[config.mk]
export PLATFORM = sky130hd
export DESIGN_NAME = dtg_generator
export DESIGN_NICKNAME = d
export VERILOG_FILES = /design/src/core/dtg_pkg.sv /design/src/core/dtg_generator.sv /design/src/core/dtg_tone_osc.sv
export VERILOG_INCLUDE_DIRS = /design/src /design/src/core
export SDC_FILE = /design/constraint.sdc
export NUM_CORES = 1
export LEC_CHECK = 0
export BUFFER_PORTS_ARGS = -buffer_cell sky130_fd_sc_hd__buf_2
export CORE_AREA = 2 2 101 103
export DETAILED_ROUTE_END_ITERATION = 6
export DIE_AREA = 0 0 103 105
export GPL_ROUTABILITY_DRIVEN = 0
export GPL_TIMING_DRIVEN = 0
export PLACE_DENSITY = 0.85
export SKIP_CTS_REPAIR_TIMING = 1
export SYNTH_ARGS = -nofsm -noshare
export SYNTH_HDL_FRONTEND = slang
export SYNTH_HIERARCHICAL = 1
export SYNTH_SLANG_ARGS = --single-unit
[constraint.sdc]
create_clock -name ref_clk -period 3.5 [get_ports ref_clk]
set_input_delay 0.175 -clock ref_clk [delete_from_list [all_inputs] [get_ports ref_clk]]
set_output_delay 0.175 -clock ref_clk [all_outputs]
set_load 0.03 [all_outputs]
[src/core/dtg_defs.svh]
// offsets, reset values and timing counts of the dual-tone dial generator
`ifndef DTG_DEFS_SVH
`define DTG_DEFS_SVH

// ****************************************
// port map
// ****************************************
`define DTG_ADDR_LOW        5'h01
`define DTG_ADDR_HIGH       5'h02
`define DTG_LOW_RESET       4'h0
`define DTG_HIGH_RESET      4'h0
`define DTG_RDATA_RESET     4'h0

// ****************************************
// waveform shape
// ****************************************
`define DTG_STEPS           32
`define DTG_LEVEL_MID       5'h0f
`define DTG_TONE_IDLE       6'h1e

// ****************************************
// clock (Hz) and tone frequencies (tenths of Hz)
// ****************************************
`define DTG_CLK_HZ          50000000
`define DTG_FREQ_L0_DHZ     7002
`define DTG_FREQ_L1_DHZ     7735
`define DTG_FREQ_L2_DHZ     8528
`define DTG_FREQ_L3_DHZ     9369
`define DTG_FREQ_H0_DHZ     12056
`define DTG_FREQ_H1_DHZ     13396
`define DTG_FREQ_H2_DHZ     14703
`define DTG_FREQ_H3_DHZ     16292

// ****************************************
// clocks per waveform step
// ****************************************
`define DTG_STEP_CNT(f)     ((`DTG_CLK_HZ * 10) / ((f) * `DTG_STEPS))

`endif

[src/core/dtg_pkg.sv]
// types shared by the dual-tone dial generator
package dtg_pkg;

    typedef logic [3:0] dtg_code_type;
    typedef logic [4:0] dtg_addr_type;
    typedef logic [4:0] dtg_level_type;
    typedef logic [5:0] dtg_tone_type;
    typedef logic [11:0] dtg_count_type;

endpackage : dtg_pkg

[src/core/dtg_generator.sv]
// dual-tone dial generator: select registers, table load, test mode, tone sum
`timescale 1ns/1ns
`include "dtg_defs.svh"

module dtg_generator (
    // clock and reset
    input  wire logic                   ref_clk,
    input  wire logic                   resetn,
    // cpu port access
    input  wire dtg_pkg::dtg_addr_type  port_addr,
    input  wire logic                   port_wr,
    input  wire logic                   port_rd,
    input  wire dtg_pkg::dtg_code_type  port_wdata,
    output dtg_pkg::dtg_code_type       port_rdata_ff,
    // table load
    input  wire logic                   table_byte_to_tone_pair,
    input  wire logic                   carry_flag,
    input  wire dtg_pkg::dtg_code_type  memory_pointer_pair_nibble,
    // tone test pins
    input  wire logic                   tone_test_mode,
    input  wire dtg_pkg::dtg_code_type  test_low_code_port,
    input  wire dtg_pkg::dtg_code_type  test_high_code_port,
    // tone output
    output dtg_pkg::dtg_tone_type       tone_level_ff,
    output logic                        tone_active_ff
);
    import dtg_pkg::*;

    // ****************************************
    // keypad table, index {carry, nibble}
    // ****************************************
    // 0..9 digits, 10 star, 11 hash, 12..15 fourth column,
    // 16..23 single tones, the rest silent
    localparam logic [7:0] TBL_ROM [32] = '{
        8'h28, 8'h11, 8'h21, 8'h41, 8'h12, 8'h22, 8'h42, 8'h14,
        8'h24, 8'h44, 8'h18, 8'h48, 8'h81, 8'h82, 8'h84, 8'h88,
        8'h01, 8'h02, 8'h04, 8'h08, 8'h10, 8'h20, 8'h40, 8'h80,
        8'h00, 8'h00, 8'h00, 8'h00, 8'h00, 8'h00, 8'h00, 8'h00
    };

    dtg_code_type  low_group_tone_select_ff;
    dtg_code_type  high_group_tone_select_ff;
    dtg_code_type  nxt_low_sel;
    dtg_code_type  nxt_high_sel;
    logic [4:0]    tbl_index;
    logic [7:0]    tbl_byte;
    logic          test_meta_ff;
    logic          test_sync_ff;
    dtg_code_type  low_pin_meta_ff;
    dtg_code_type  low_pin_sync_ff;
    dtg_code_type  high_pin_meta_ff;
    dtg_code_type  high_pin_sync_ff;
    dtg_code_type  eff_low;
    dtg_code_type  eff_high;
    logic          low_valid;
    logic          high_valid;
    logic          low_suppress;
    logic          low_en;
    logic          high_en;
    dtg_count_type low_step;
    dtg_count_type high_step;
    dtg_level_type low_level;
    dtg_level_type high_level;
    dtg_code_type  nxt_rdata;

    // ****************************************
    // table fetch
    // ****************************************
    assign tbl_index = {carry_flag, memory_pointer_pair_nibble};
    assign tbl_byte  = TBL_ROM[tbl_index];

    // ****************************************
    // select registers
    // ****************************************
    always_comb begin
        nxt_low_sel  = low_group_tone_select_ff;
        nxt_high_sel = high_group_tone_select_ff;
        if (table_byte_to_tone_pair) begin
            nxt_low_sel  = tbl_byte[3:0];
            nxt_high_sel = tbl_byte[7:4];
        end else if (port_wr) begin
            if (port_addr == `DTG_ADDR_LOW) begin
                nxt_low_sel = port_wdata;
            end
            if (port_addr == `DTG_ADDR_HIGH) begin
                nxt_high_sel = port_wdata;
            end
        end
    end

    always_ff @(posedge ref_clk or negedge resetn) begin
        if (!resetn) begin
            low_group_tone_select_ff <= `DTG_LOW_RESET;
        end else begin
            low_group_tone_select_ff <= nxt_low_sel;
        end
    end

    always_ff @(posedge ref_clk or negedge resetn) begin
        if (!resetn) begin
            high_group_tone_select_ff <= `DTG_HIGH_RESET;
        end else begin
            high_group_tone_select_ff <= nxt_high_sel;
        end
    end

    // ****************************************
    // read-back
    // ****************************************
    always_comb begin
        nxt_rdata = 4'h0;
        if (port_rd && (port_addr == `DTG_ADDR_LOW)) begin
            nxt_rdata = low_group_tone_select_ff;
        end else if (port_rd && (port_addr == `DTG_ADDR_HIGH)) begin
            nxt_rdata = high_group_tone_select_ff;
        end
    end

    always_ff @(posedge ref_clk or negedge resetn) begin
        if (!resetn) begin
            port_rdata_ff <= `DTG_RDATA_RESET;
        end else begin
            port_rdata_ff <= nxt_rdata;
        end
    end

    // ****************************************
    // test pin synchronisers
    // ****************************************
    always_ff @(posedge ref_clk or negedge resetn) begin
        if (!resetn) begin
            test_meta_ff     <= 1'b0;
            test_sync_ff     <= 1'b0;
            low_pin_meta_ff  <= 4'h0;
            low_pin_sync_ff  <= 4'h0;
            high_pin_meta_ff <= 4'h0;
            high_pin_sync_ff <= 4'h0;
        end else begin
            test_meta_ff     <= tone_test_mode;
            test_sync_ff     <= test_meta_ff;
            low_pin_meta_ff  <= test_low_code_port;
            low_pin_sync_ff  <= low_pin_meta_ff;
            high_pin_meta_ff <= test_high_code_port;
            high_pin_sync_ff <= high_pin_meta_ff;
        end
    end

    // ****************************************
    // code decode
    // ****************************************
    assign eff_low  = test_sync_ff ? low_pin_sync_ff : low_group_tone_select_ff;
    assign eff_high = test_sync_ff ? high_pin_sync_ff : high_group_tone_select_ff;

    always_comb begin
        low_step  = 12'(`DTG_STEP_CNT(`DTG_FREQ_L0_DHZ));
        low_valid = 1'b1;
        unique case (eff_low)
            4'h1: low_step = 12'(`DTG_STEP_CNT(`DTG_FREQ_L0_DHZ));
            4'h2: low_step = 12'(`DTG_STEP_CNT(`DTG_FREQ_L1_DHZ));
            4'h4: low_step = 12'(`DTG_STEP_CNT(`DTG_FREQ_L2_DHZ));
            4'h8: low_step = 12'(`DTG_STEP_CNT(`DTG_FREQ_L3_DHZ));
            default: low_valid = 1'b0;
        endcase
    end

    always_comb begin
        high_step  = 12'(`DTG_STEP_CNT(`DTG_FREQ_H0_DHZ));
        high_valid = 1'b1;
        unique case (eff_high)
            4'h1: high_step = 12'(`DTG_STEP_CNT(`DTG_FREQ_H0_DHZ));
            4'h2: high_step = 12'(`DTG_STEP_CNT(`DTG_FREQ_H1_DHZ));
            4'h4: high_step = 12'(`DTG_STEP_CNT(`DTG_FREQ_H2_DHZ));
            4'h8: high_step = 12'(`DTG_STEP_CNT(`DTG_FREQ_H3_DHZ));
            default: high_valid = 1'b0;
        endcase
    end

    assign low_suppress = (eff_high == 4'hd) || (eff_high == 4'ha)
                       || (eff_high == 4'hb) || (eff_high == 4'hc);
    assign low_en  = low_valid && !low_suppress;
    assign high_en = high_valid;

    // ****************************************
    // oscillators
    // ****************************************
    dtg_tone_osc #(
        .LOW_AMP    (1'b1)
    ) u_low_osc (
        .ref_clk    (ref_clk),
        .resetn     (resetn),
        .enable     (low_en),
        .step_count (low_step),
        .level_ff   (low_level)
    );

    dtg_tone_osc #(
        .LOW_AMP    (1'b0)
    ) u_high_osc (
        .ref_clk    (ref_clk),
        .resetn     (resetn),
        .enable     (high_en),
        .step_count (high_step),
        .level_ff   (high_level)
    );

    // ****************************************
    // tone sum
    // ****************************************
    always_ff @(posedge ref_clk or negedge resetn) begin
        if (!resetn) begin
            tone_level_ff <= `DTG_TONE_IDLE;
        end else begin
            tone_level_ff <= {1'b0, low_level} + {1'b0, high_level};
        end
    end

    always_ff @(posedge ref_clk or negedge resetn) begin
        if (!resetn) begin
            tone_active_ff <= 1'b0;
        end else begin
            tone_active_ff <= low_en || high_en;
        end
    end
endmodule : dtg_generator

[src/core/dtg_tone_osc.sv]
// stepped quasi-sine oscillator for one tone group
`timescale 1ns/1ns
`include "dtg_defs.svh"

module dtg_tone_osc #(
    parameter bit LOW_AMP = 1'b0
) (
    // clock and reset
    input  wire logic              ref_clk,
    input  wire logic              resetn,
    // tone control
    input  wire logic              enable,
    input  wire dtg_pkg::dtg_count_type step_count,
    // waveform sample
    output dtg_pkg::dtg_level_type level_ff
);
    import dtg_pkg::*;

    // ****************************************
    // quarter-wave table
    // ****************************************
    localparam logic [3:0] QTR [8] = '{4'h1, 4'h4, 4'h7, 4'h9, 4'hb, 4'hd, 4'he, 4'he};

    dtg_count_type cnt_ff;
    logic [4:0]    phase_ff;
    logic          step_wrap;
    logic [2:0]    qidx;
    logic [3:0]    qval;
    logic [3:0]    mag;
    dtg_level_type nxt_level;

    assign step_wrap = (cnt_ff == step_count - 12'h001);

    // ****************************************
    // step divider
    // ****************************************
    always_ff @(posedge ref_clk or negedge resetn) begin
        if (!resetn) begin
            cnt_ff <= 12'h000;
        end else if (!enable || step_wrap) begin
            cnt_ff <= 12'h000;
        end else begin
            cnt_ff <= cnt_ff + 12'h001;
        end
    end

    always_ff @(posedge ref_clk or negedge resetn) begin
        if (!resetn) begin
            phase_ff <= 5'h00;
        end else if (!enable) begin
            phase_ff <= 5'h00;
        end else if (step_wrap) begin
            phase_ff <= phase_ff + 5'h01;
        end
    end

    // ****************************************
    // sample shaping
    // ****************************************
    always_comb begin
        qidx = phase_ff[3] ? ~phase_ff[2:0] : phase_ff[2:0];
        qval = QTR[qidx];
        mag  = LOW_AMP ? (qval - {2'b00, qval[3:2]}) : qval;
        nxt_level = phase_ff[4] ? (`DTG_LEVEL_MID - {1'b0, mag})
                                : (`DTG_LEVEL_MID + {1'b0, mag});
    end

    always_ff @(posedge ref_clk or negedge resetn) begin
        if (!resetn) begin
            level_ff <= `DTG_LEVEL_MID;
        end else begin
            level_ff <= enable ? nxt_level : `DTG_LEVEL_MID;
        end
    end
endmodule : dtg_tone_osc

Word level (Yosys, flattened, before mapping)
Memory sizes are Yosys's and may differ from the RTL's.
Cells that the tools add are included.
{ "word_totals": {"register_bits": 81, "rom_bits": 320, "inputBits": 28, "out_inout_bits": 11, "elab_cells": 109, "mem_count": 3} }
{ "op_classes": {"addsub": 12, "n_lt_le_gt_ge": 3, "eq_ne": 18, "muxes": 32, "bitwise_logic": 5, "reduce_logical": 19} }
{ "mem_list": {"columns": ["name", "words", "word_bits", "rd", "rd_ports_with_merged_regs", "write_ports", "line_no", "source"], "rows": [
  ["(no name shown)", 32, 8, 1, 0, 0, "dtg_generator.sv:70", "assign tbl_byte = TBL_ROM[tbl_index];"],
  ["(no name shown)", 8, 4, 1, 0, 0, "dtg_tone_osc.sv:62", "qval = QTR[qidx];"],
  ["(no name shown)", 8, 4, 1, 0, 0, "dtg_tone_osc.sv:62", null]
]} }
{ "op_table": {"columns": ["operator", "count"], "rows": [
  ["$mux W4", 14],
  ["$mux W5", 8],
  ["$pmux W12 S3", 1],
  ["$pmux W11 S3", 1],
  ["$add A12 B1 Y12 const B", 2],
  ["$eq A12 B12 Y1", 2],
  ["$eq A4 B4 Y1 const B", 6],
  ["$mux W12", 2],
  ["$mux W8", 2],
  ["$sub A11 B1 Y12 const B", 1],
  ["$sub A12 B1 Y12 const B", 1],
  ["$add A4 B4 Y5 const A", 2],
  ["$add A5 B1 Y5 const B", 2],
  ["$sub A4 B4 Y5 const A", 2],
  ["$eq A4 B1 Y1 const B", 2],
  ["$eq A4 B2 Y1 const B", 2],
  ["$eq A4 B3 Y1 const B", 2],
  ["$ge A4 B4 Y1 const B", 2],
  ["$not A3 Y4", 2],
  ["$reduce_or A4 Y1", 2],
  ["$add A5 B5 Y6", 1],
  ["$ge A6 B6 Y1 const B", 1],
  ["$logic_or A1 B1 Y1", 6],
  ["$mux W3", 2],
  ["other kinds (11)", 21]
]} }

Longest topological paths before layout
Gate-level depths: netlist of the first run.
{ "logic_depth": {"ltp_word": 10, "ltp_mapped": 16} }

Cells and area by module
The synthesis of the first run kept the hierarchy.
{ "modules_own_cells": {"columns": ["module", "instances", "cells_each", "area_each_um2"], "rows": [
  ["dtg_generator", 1, 195, 2093.3],
  ["dtg_tone_osc at u_high_osc", 1, 177, 1604.0],
  ["dtg_tone_osc at u_low_osc", 1, 179, 1569.0]
]} }

Worst setup path after synthesis of the first run
OpenSTA, ideal clock, no wires.
{ "synth_path": {"path_kind": "register to register", "startpoint": "register test_sync_ff", "endpoint": "register u_high_osc.cnt_ff[10]", "setup_time_ps": 121, "arrival_time_ps": 3533, "required_time_ps": 3379, "slack_ps": -154, "stages_incl_launch_ff": 13, "path_buffers": 3, "period_less_slack_ps": 3654, "path_cell_list": "dfrtp_1 -> buf_2 -> buf_6 -> mux2_2 -> xnor2_1 -> nor3_1 -> xnor2_1 -> nor2_1 -> or4bb_1 -> a2111o_1 -> o31ai_2 -> buf_2 -> nor2_1"} }
{ "synth_via": {"elab_chain_len": 7, "word_cells_on_any_way": 13, "classes_between": "add/sub: 1; eq/ne: 5; mux: 4; reduce/logical: 3"} }
{ "synth_rtl": {"columns": ["item", "line_no", "source"], "rows": [
  ["start, declared", "dtg_generator.sv:48", "logic test_sync_ff;"],
  ["start signal, assigned", "dtg_generator.sv:140", "test_sync_ff <= test_meta_ff;"],
  ["$mux W4 (*)", "dtg_generator.sv:152", "assign eff_high = test_sync_ff ? high_pin_sync_ff : high_group_tone_select_ff;"],
  ["$eq A4 B4 Y1, or another cell as far along", "dtg_generator.sv:169", "unique case (eff_high)"],
  ["$pmux W11 S3 (*)", "dtg_generator.sv:169", null],
  ["named net high_step[3]", "dtg_generator.sv:61", "dtg_count_type high_step;"],
  ["$sub A11 B1 Y12 (*)", "dtg_tone_osc.sv:32", "assign step_wrap = (cnt_ff == step_count - 12'h001);"],
  ["$eq A12 B12 Y1 (*)", "dtg_tone_osc.sv:32", null],
  ["$logic_or A1 B1 Y1 (*)", "dtg_tone_osc.sv:40", "end else if (!enable || step_wrap) begin"],
  ["$mux W12 (*)", "dtg_tone_osc.sv:40", null],
  ["end signal, assigned", "dtg_tone_osc.sv:43", "cnt_ff <= cnt_ff + 12'h001;"],
  ["end, declared", "dtg_tone_osc.sv:24", "dtg_count_type cnt_ff;"]
]} }
Mark *: on every way through the listed nets, which the timed path passes. The rest lies on a longest branch.
A chain may end at the register's enable or synchronous reset.

Worst setup path after layout of the first run
{ "layout_path": {"startpoint": "register test_sync_ff", "endpoint": "register u_high_osc.cnt_ff[7]"} }
Same word-level chain as after synthesis.

==> results.sh, run 1 <==
export IMPL_port_buffers=38
export IMPL_synth_area_top_cells="dfrtp_1 33%, dfstp_2 6.0%, xor2_1 5.8%"
export IMPL_grt_start_max_net_pins=50
export IMPL_vias=4457
export IMPL_maxCapViolations=0
export IMPL_power_leakage_nw=2.76
export IMPL_die_y_um=105
export IMPL_synth_simple_gate_area_share_pct=21.9
export IMPL_tightest_slew_ns=0.624
export IMPL_via_per_inst=5.78
export IMPL_crit_arrival_ns=3.95
export IMPL_yosysSeqAreaShare_pct=38.8
export IMPL_finalCriticalPeriod_ns=3.69
export IMPL_fillCellCount=718
export IMPL_yosysTopAreaCellShare_pct=32.8
export IMPL_numCtsBuffers=9
export IMPL_synthFlopType="dfrtp_1"
export IMPL_drc=0
export IMPL_drt_wl_total_um=12300
export IMPL_grt_pass1_wl_um=18900
export IMPL_drt_iter0_drc=430
export IMPL_crit_path_end_kind="flip-flop"
export IMPL_synth_top_area_cell="dfrtp_1"
export IMPL_clkSinkCount=81
export IMPL_path_max_fanout=8
export IMPL_crit_type="flip-flop to flip-flop"
export IMPL_grt_usage_pct=21.6
export IMPL_status="finished, violations left"
export IMPL_detailed_place_hpwl_um=7890
export IMPL_setup_violations=29
export IMPL_p_per_area_nw_per_um2=411
export IMPL_tns_ns=-2.66
export IMPL_rows=36
export IMPL_ys_top_cells_by_count="69 x dfrtp_1, 53 x nor2_1, 35 x xor2_1, 33 x nand2_1"
export IMPL_core_area_sq_um=9640
export IMPL_synthDistinctLibCells=72
export IMPL_antenna_found_initial=0
export IMPL_root_buffer="clkbuf_8"
export IMPL_cts_path_max_buffers=2
export IMPL_violations="negative setup slack"
export IMPL_synth_fa_ha_area_share_pct=5.27
export IMPL_clk_latency_ns=0.37
export IMPL_fmax_mhz=271
export IMPL_yosysMostFrequentCell="dfrtp_1"
export IMPL_grt_pass1_vias=4093
export IMPL_num_io_pins=39
export IMPL_synth_top_family_by_area="simple AND/OR/NAND/NOR gates"
export IMPL_synth_area_per_cell_sq_um=9.56
export IMPL_antenna_cells=0
export IMPL_synth_compound_area_share_pct=12.9
export IMPL_clk_pin_slew_worst_paths_ns=0.08
export IMPL_synth_area_sq_um=5270
export IMPL_synth_edf_count=0
export IMPL_rsz0062_at_grt="yes"
export IMPL_fin_ws_ns=-0.194
export IMPL_drive_gt1_share_pct=26.6
export IMPL_final_util_pct=67.0
export IMPL_drt_pass1_iter_count=5
export IMPL_ys_seq_elements=81
export IMPL_htreeDepth=3
export IMPL_cp_start_kind="flip-flop"
export IMPL_drt_wirelength_per_cell_um=16.0
export IMPL_syn2layout_area_growth_pct=22.7
export IMPL_synth_warning_count=6
export IMPL_final_antenna_net_count=0
export IMPL_die_area_sq_um=10800
export IMPL_cts_tree="yes"
export IMPL_synthArstFlopShare_pct=100
export IMPL_skew_ns=0.0129
export IMPL_finalHoldViolations=0
export IMPL_postSynthCellCount=551
export IMPL_power_mw=2.65
export IMPL_relSlewSlack_pct=58.0
export IMPL_drv_slew=0
export IMPL_synth_mux_area_share_pct=5.87
export IMPL_worstPathRequired_ns=3.76
export IMPL_ir_worst_vdd_mv=0.230
export IMPL_start_util_pct=54.6
export IMPL_grt_overflow_total=0
export IMPL_synth_xor_area_share_pct=10.6
export IMPL_hold_path_class="input pin to flip-flop"
export IMPL_nNetsFinal=682
export IMPL_die_x_um=103
export IMPL_period_share_pct=106
sequential cells by signal, indices dropped and copies added, names as in the netlist:
register                   flops
tone_level_ff                  6
test_meta_ff                   1
high_pin_sync_ff               4
tone_active_ff                 1
u_high_osc/cnt_ff             12
test_sync_ff                   1
port_rdata_ff                  4
u_low_osc/cnt_ff              12
u_low_osc/phase_ff             5
low_pin_meta_ff                4
low_group_tone_select_ff       4
low_pin_sync_ff                4
high_group_tone_select_ff      4
u_high_osc/phase_ff            5
high_pin_meta_ff               4
u_low_osc/level_ff             5
u_high_osc/level_ff            5
final cells by class:
| cell class | instances | area [sq um] | share of cell area, % |
|---|---|---|---|
| Buffer | 25 | 150 | 2.32 |
| Clock buffer | 13 | 181 | 2.81 |
| Clock inverter | 3 | 21.3 | 0.329 |
| Inverter | 29 | 109 | 1.68 |
| Multi-Input combinational cell | 419 | 3330 | 51.5 |
| Sequential cell | 81 | 2040 | 31.6 |
| Tap cell | 133 | 166 | 2.58 |
| Timing Repair Buffer | 68 | 467 | 7.22 |
worst max-delay path: stages, from the launching register on:
cell and delay [ns]:
dfrtp_1 0.35, buf_6 0.16, buf_12 0.14, mux2i_4 0.31, xnor2_4 0.13, o211ai_2 0.22
inv_2 0.08, buf_6 0.13, or4_4 0.62, o21ai_4 0.21, o21ai_2 0.10, a2111o_1 0.46
o31ai_4 0.39, buf_6 0.21, nor2_2 0.05
cell families after synthesis:
family,count (synthesis)
multiplexers,29
adder cells (fa/ha/maj),21
AND/OR/NAND/NOR,202
other,1
AO/OA/AOI/OAI,98
buffers and inverters,55
flip-flops,81
XOR/XNOR,64
worst paths after layout:
check | slack [ns] | cells after the start | start | to
max in group asynchronous | 2.58 | 3 | resetn | u_low_osc/level_ff[2]
setup reg to reg | -0.19 | 14 | test_sync_ff | u_high_osc/cnt_ff[7]
hold / removal | 0.12 | 3 | port_wdata[3] | low_group_tone_select_ff[3]
hold reg to reg | 0.36 | 0 | high_pin_meta_ff[2] | high_pin_sync_ff[2]
setup / recovery | -0.19 | 14 | test_sync_ff | u_high_osc/cnt_ff[7]
min in group asynchronous | 0.30 | 2 | resetn | u_low_osc/phase_ff[2]
through the flow:
stage                     cell area, sq um  cells  setup WS, ns  hold slack, ns
after floorplan                       5310    554        0.0459          -0.121
after global placement                5660    725        -0.329           0.286
after detailed placement              5690    726        -0.361           0.151
after CTS                             5900    742        -0.399          -0.239
after global routing                  6460    771        -0.289           0.141
final                                 6460    771        -0.194           0.125
placed cells by master, fill, tap and decap left out, drive strengths merged, types with 4 or more instances in the layout:
cell type and n:
dfrtp 69, buf 65, nor2 53, xor2 35, nand2 33, clkbuf 31, inv 29, xnor2 29
o21ai 26, nand3 22, ha 19, a21oi 18, mux2i 17, dfstp 12, mux2 12, nor3b 11
nor3 11, dlygate4sd3 10, and2 9, or3 9, nand2b 8, nand3b 8, o211ai 7, nor4 7
o31ai 6, a22o 5, nand4 5, nor2b 5, and3 5, a21boi 5, conb 4, or4 4
o2111ai 4
routing by layer:
metal,wire [um],track usage (%),vias up
li1,-,-,2098
met1,5000,28.5,2164
met2,6450,36.1,155
met3,496,3.08,40
met4,376,7.33,0
met5,0,0,-
power breakdown:
group	internal (mW)	leakage, nW	switching (mW)	total, mW
clock network	0.345	0.0999	0.343	0.688
registers	1.06	1.03	0.0589	1.12
logic	0.345	1.63	0.504	0.849
Power figures use the tool's default switching activity.
==> run 2, diff against run 1 <==
--- a/config.mk
+++ b/config.mk
@@ -7,12 +7,12 @@
 export NUM_CORES = 1
 export LEC_CHECK = 0
 export BUFFER_PORTS_ARGS = -buffer_cell sky130_fd_sc_hd__buf_2
-export CORE_AREA = 2 2 101 103
+export CORE_AREA = 2 2 96 98
 export DETAILED_ROUTE_END_ITERATION = 6
-export DIE_AREA = 0 0 103 105
+export DIE_AREA = 0 0 98 100
 export GPL_ROUTABILITY_DRIVEN = 0
 export GPL_TIMING_DRIVEN = 0
-export PLACE_DENSITY = 0.85
+export PLACE_DENSITY = 0.89
 export SKIP_CTS_REPAIR_TIMING = 1
 export SYNTH_ARGS = -nofsm -noshare
 export SYNTH_HDL_FRONTEND = slang
==> constraint.sdc (replaced) <==
create_clock -name ref_clk -period 3.85 [get_ports ref_clk]
set_input_delay 0.1925 -clock ref_clk [delete_from_list [all_inputs] [get_ports ref_clk]]
set_output_delay 0.1925 -clock ref_clk [all_outputs]
set_load 0.03 [all_outputs]
==> run 2 against run 1 <==
- critical path type unchanged
- combinational power shrank 19%
- the run now ends clean
- core utilization grew 1.3 points
- largest power group unchanged
- critical path depth shrank 1
- worst hold slack gained 0.031 ns
- sequential share of layout area grew 2.0 points
- clock power shrank 7.6%
- highest routed layer unchanged
- worst setup slack gained 0.34 ns
- first-iteration DRC count shrank 57%
- non-clock buffer count shrank 15
- global-route usage grew 1.1 points
- sequential cell count is the same
- final cell count shrank 4.9%
==> results.sh, run 2 (synthesis gave the netlist of run 1 again) <==
export IMPL_port_buffers=38
export IMPL_cp_slowest_cell="or4_4"
export IMPL_num_io_pins=39
export IMPL_setup_violations=0
export IMPL_top_regs="u_high_osc/cnt_ff (12), u_low_osc/cnt_ff (12), tone_level_ff (6)"
export IMPL_crit_arrival_ns=3.95
export IMPL_worstPathCellList="clkbuf_4 -> buf_6 -> mux2_2 -> o211ai_2 -> inv_2 -> buf_6 -> or4_4 -> buf_6 -> o21ai_1 -> nand4b_1 -> a2111o_1 -> nor4_2 -> mux2_2"
export IMPL_grt_start_max_net_pins=42
export IMPL_power_leakage_nw=2.65
export IMPL_ir_worst_vdd_mv=0.268
export IMPL_via_per_inst=5.96
export IMPL_cts_tree="yes"
export IMPL_cts_path_max_buffers=2
export IMPL_clk_pin_slew_worst_paths_ns=0.08
export IMPL_finalHoldViolations=0
export IMPL_nNetsFinal=666
export IMPL_crit_path_max_incr_delay_ns=0.51
export IMPL_tightest_slew_ns=0.668
export IMPL_place_inst=704
export IMPL_final_common_cell="dfrtp_1"
export IMPL_final_cell_mix="69 x dfrtp_1, 52 x nor2_1, 38 x buf_2"
export IMPL_start_util_pct=59.2
export IMPL_drt_pass1_iter_count=5
export IMPL_die_area_sq_um=9800
export IMPL_crit_top_cell="buf_6"
export IMPL_drive_gt1_share_pct=20.3
export IMPL_instances_no_fill=733
export IMPL_final_antenna_net_count=0
export IMPL_antenna_cells=0
export IMPL_drt_wirelength_per_cell_um=15.0
export IMPL_grt_overflow_total=0
export IMPL_r2r_cells=13
export IMPL_numCtsBuffers=9
export IMPL_die_x_um=98
export IMPL_power_mw=2.33
export IMPL_holdCritStartpoint="port_wdata[3]"
export IMPL_htreeDepth=3
export IMPL_cp_start_kind="flip-flop"
export IMPL_grt_pass1_vias=4190
export IMPL_status="finished, final reports clean"
export IMPL_core_area_sq_um=8890
export IMPL_reg2reg_slack_ns=0.15
export IMPL_maxCapViolations=0
export IMPL_vias=4371
export IMPL_drt_iter0_drc=183
export IMPL_crit_path_end_kind="flip-flop"
export IMPL_skew_ns=0.00852
export IMPL_grt_pass1_wl_um=18300
export IMPL_p_per_area_nw_per_um2=384
export IMPL_min_to="low_group_tone_select_ff[3]"
export IMPL_clkSinkCount=81
export IMPL_fmax_mhz=270
export IMPL_finalCriticalPeriod_ns=3.70
export IMPL_path_max_fanout=10
export IMPL_r2r_start="test_sync_ff"
export IMPL_clk_latency_ns=0.36
export IMPL_hold_path_class="input pin to flip-flop"
export IMPL_min_path_cells=3
export IMPL_detailed_place_hpwl_um=7830
export IMPL_relSlewSlack_pct=55.0
export IMPL_antenna_found_initial=0
export IMPL_crit_type="flip-flop to flip-flop"
export IMPL_worstPathRequired_ns=4.10
export IMPL_drv_slew=0
export IMPL_drt_wl_total_um=11000
export IMPL_syn2layout_area_growth_pct=15.4
export IMPL_period_share_pct=96.2
export IMPL_die_y_um=100
export IMPL_root_buffer="clkbuf_8"
export IMPL_reg2reg_to="u_high_osc/phase_ff[4]"
export IMPL_drc=0
export IMPL_rows=35
export IMPL_grt_usage_pct=22.8
export IMPL_fillCellCount=639
[run 2: worst max path at each step]
stage                 start                     end  slack, ns
3_3_place_gp   test_sync_ff    u_high_osc/cnt_ff[8]      -0.26
2_1_floorplan  test_sync_ff   u_high_osc/cnt_ff[10]       0.20
5_1_grt        test_sync_ff  u_high_osc/phase_ff[0]      -0.04
4_1_cts        test_sync_ff    u_high_osc/cnt_ff[5]      -0.35
6_report       test_sync_ff  u_high_osc/phase_ff[4]       0.15
3_5_place_dp   test_sync_ff    u_high_osc/cnt_ff[9]      -0.34
[run 2: where the power goes]
part / leakage [nW] / internal (mW) / total [mW] / switching (mW)
Sequential: 1.03 / 0.962 / 1.01 / 0.0491
Combinational: 1.52 / 0.272 / 0.686 / 0.414
Clock: 0.0965 / 0.318 / 0.636 / 0.317
[run 2: worst max-delay path: cells and delay by family, from the launching register on]
kind	cells	cell delay, ns
AOI/OAI and AO/OA	3	0.83
DFF	1	0.32
and+or+nand+nor	3	0.91
buffers and inverters	5	0.76
muxes	2	0.76
[run 2: through the flow]
stage / hold WS [ns] / instance area, sq um / util (%) / setup TNS (ns) / setup slack [ns]
2_1_floorplan: -0.103 / 5280 / - / 0 / 0.196
3_3_place_gp: 0.302 / 5610 / 63.1 / -2.86 / -0.255
3_5_place_dp: 0.205 / 5630 / 63.3 / -4.78 / -0.340
4_1_cts: -0.188 / 5830 / 65.6 / -5.08 / -0.346
5_1_grt: 0.170 / 6080 / 68.3 / -0.141 / -0.0419
6_report: 0.156 / 6080 / 68.3 / 0 / 0.146
[run 2: area by class of cell]
type	count	area (sq um)	share of cell area [%]
repair buffers	52	335	5.52
multi-input cells	418	3100	51.0
well taps	111	139	2.29
clock buffers	10	138	2.27
inverters	29	109	1.79
plain buffers	26	148	2.43
flip-flops and latches	81	2040	33.6
clock inverters	6	66.3	1.09
[run 2: metal layers]
metal | up-vias | share of wire (%) | GRT usage, %
met4 | 0 | 2.4 | 9.72
met5 | - | 0 | 0
li1 | 2072 | - | -
met1 | 2119 | 40 | 27.0
met2 | 148 | 53 | 41.2
met3 | 32 | 4.5 | 3.41
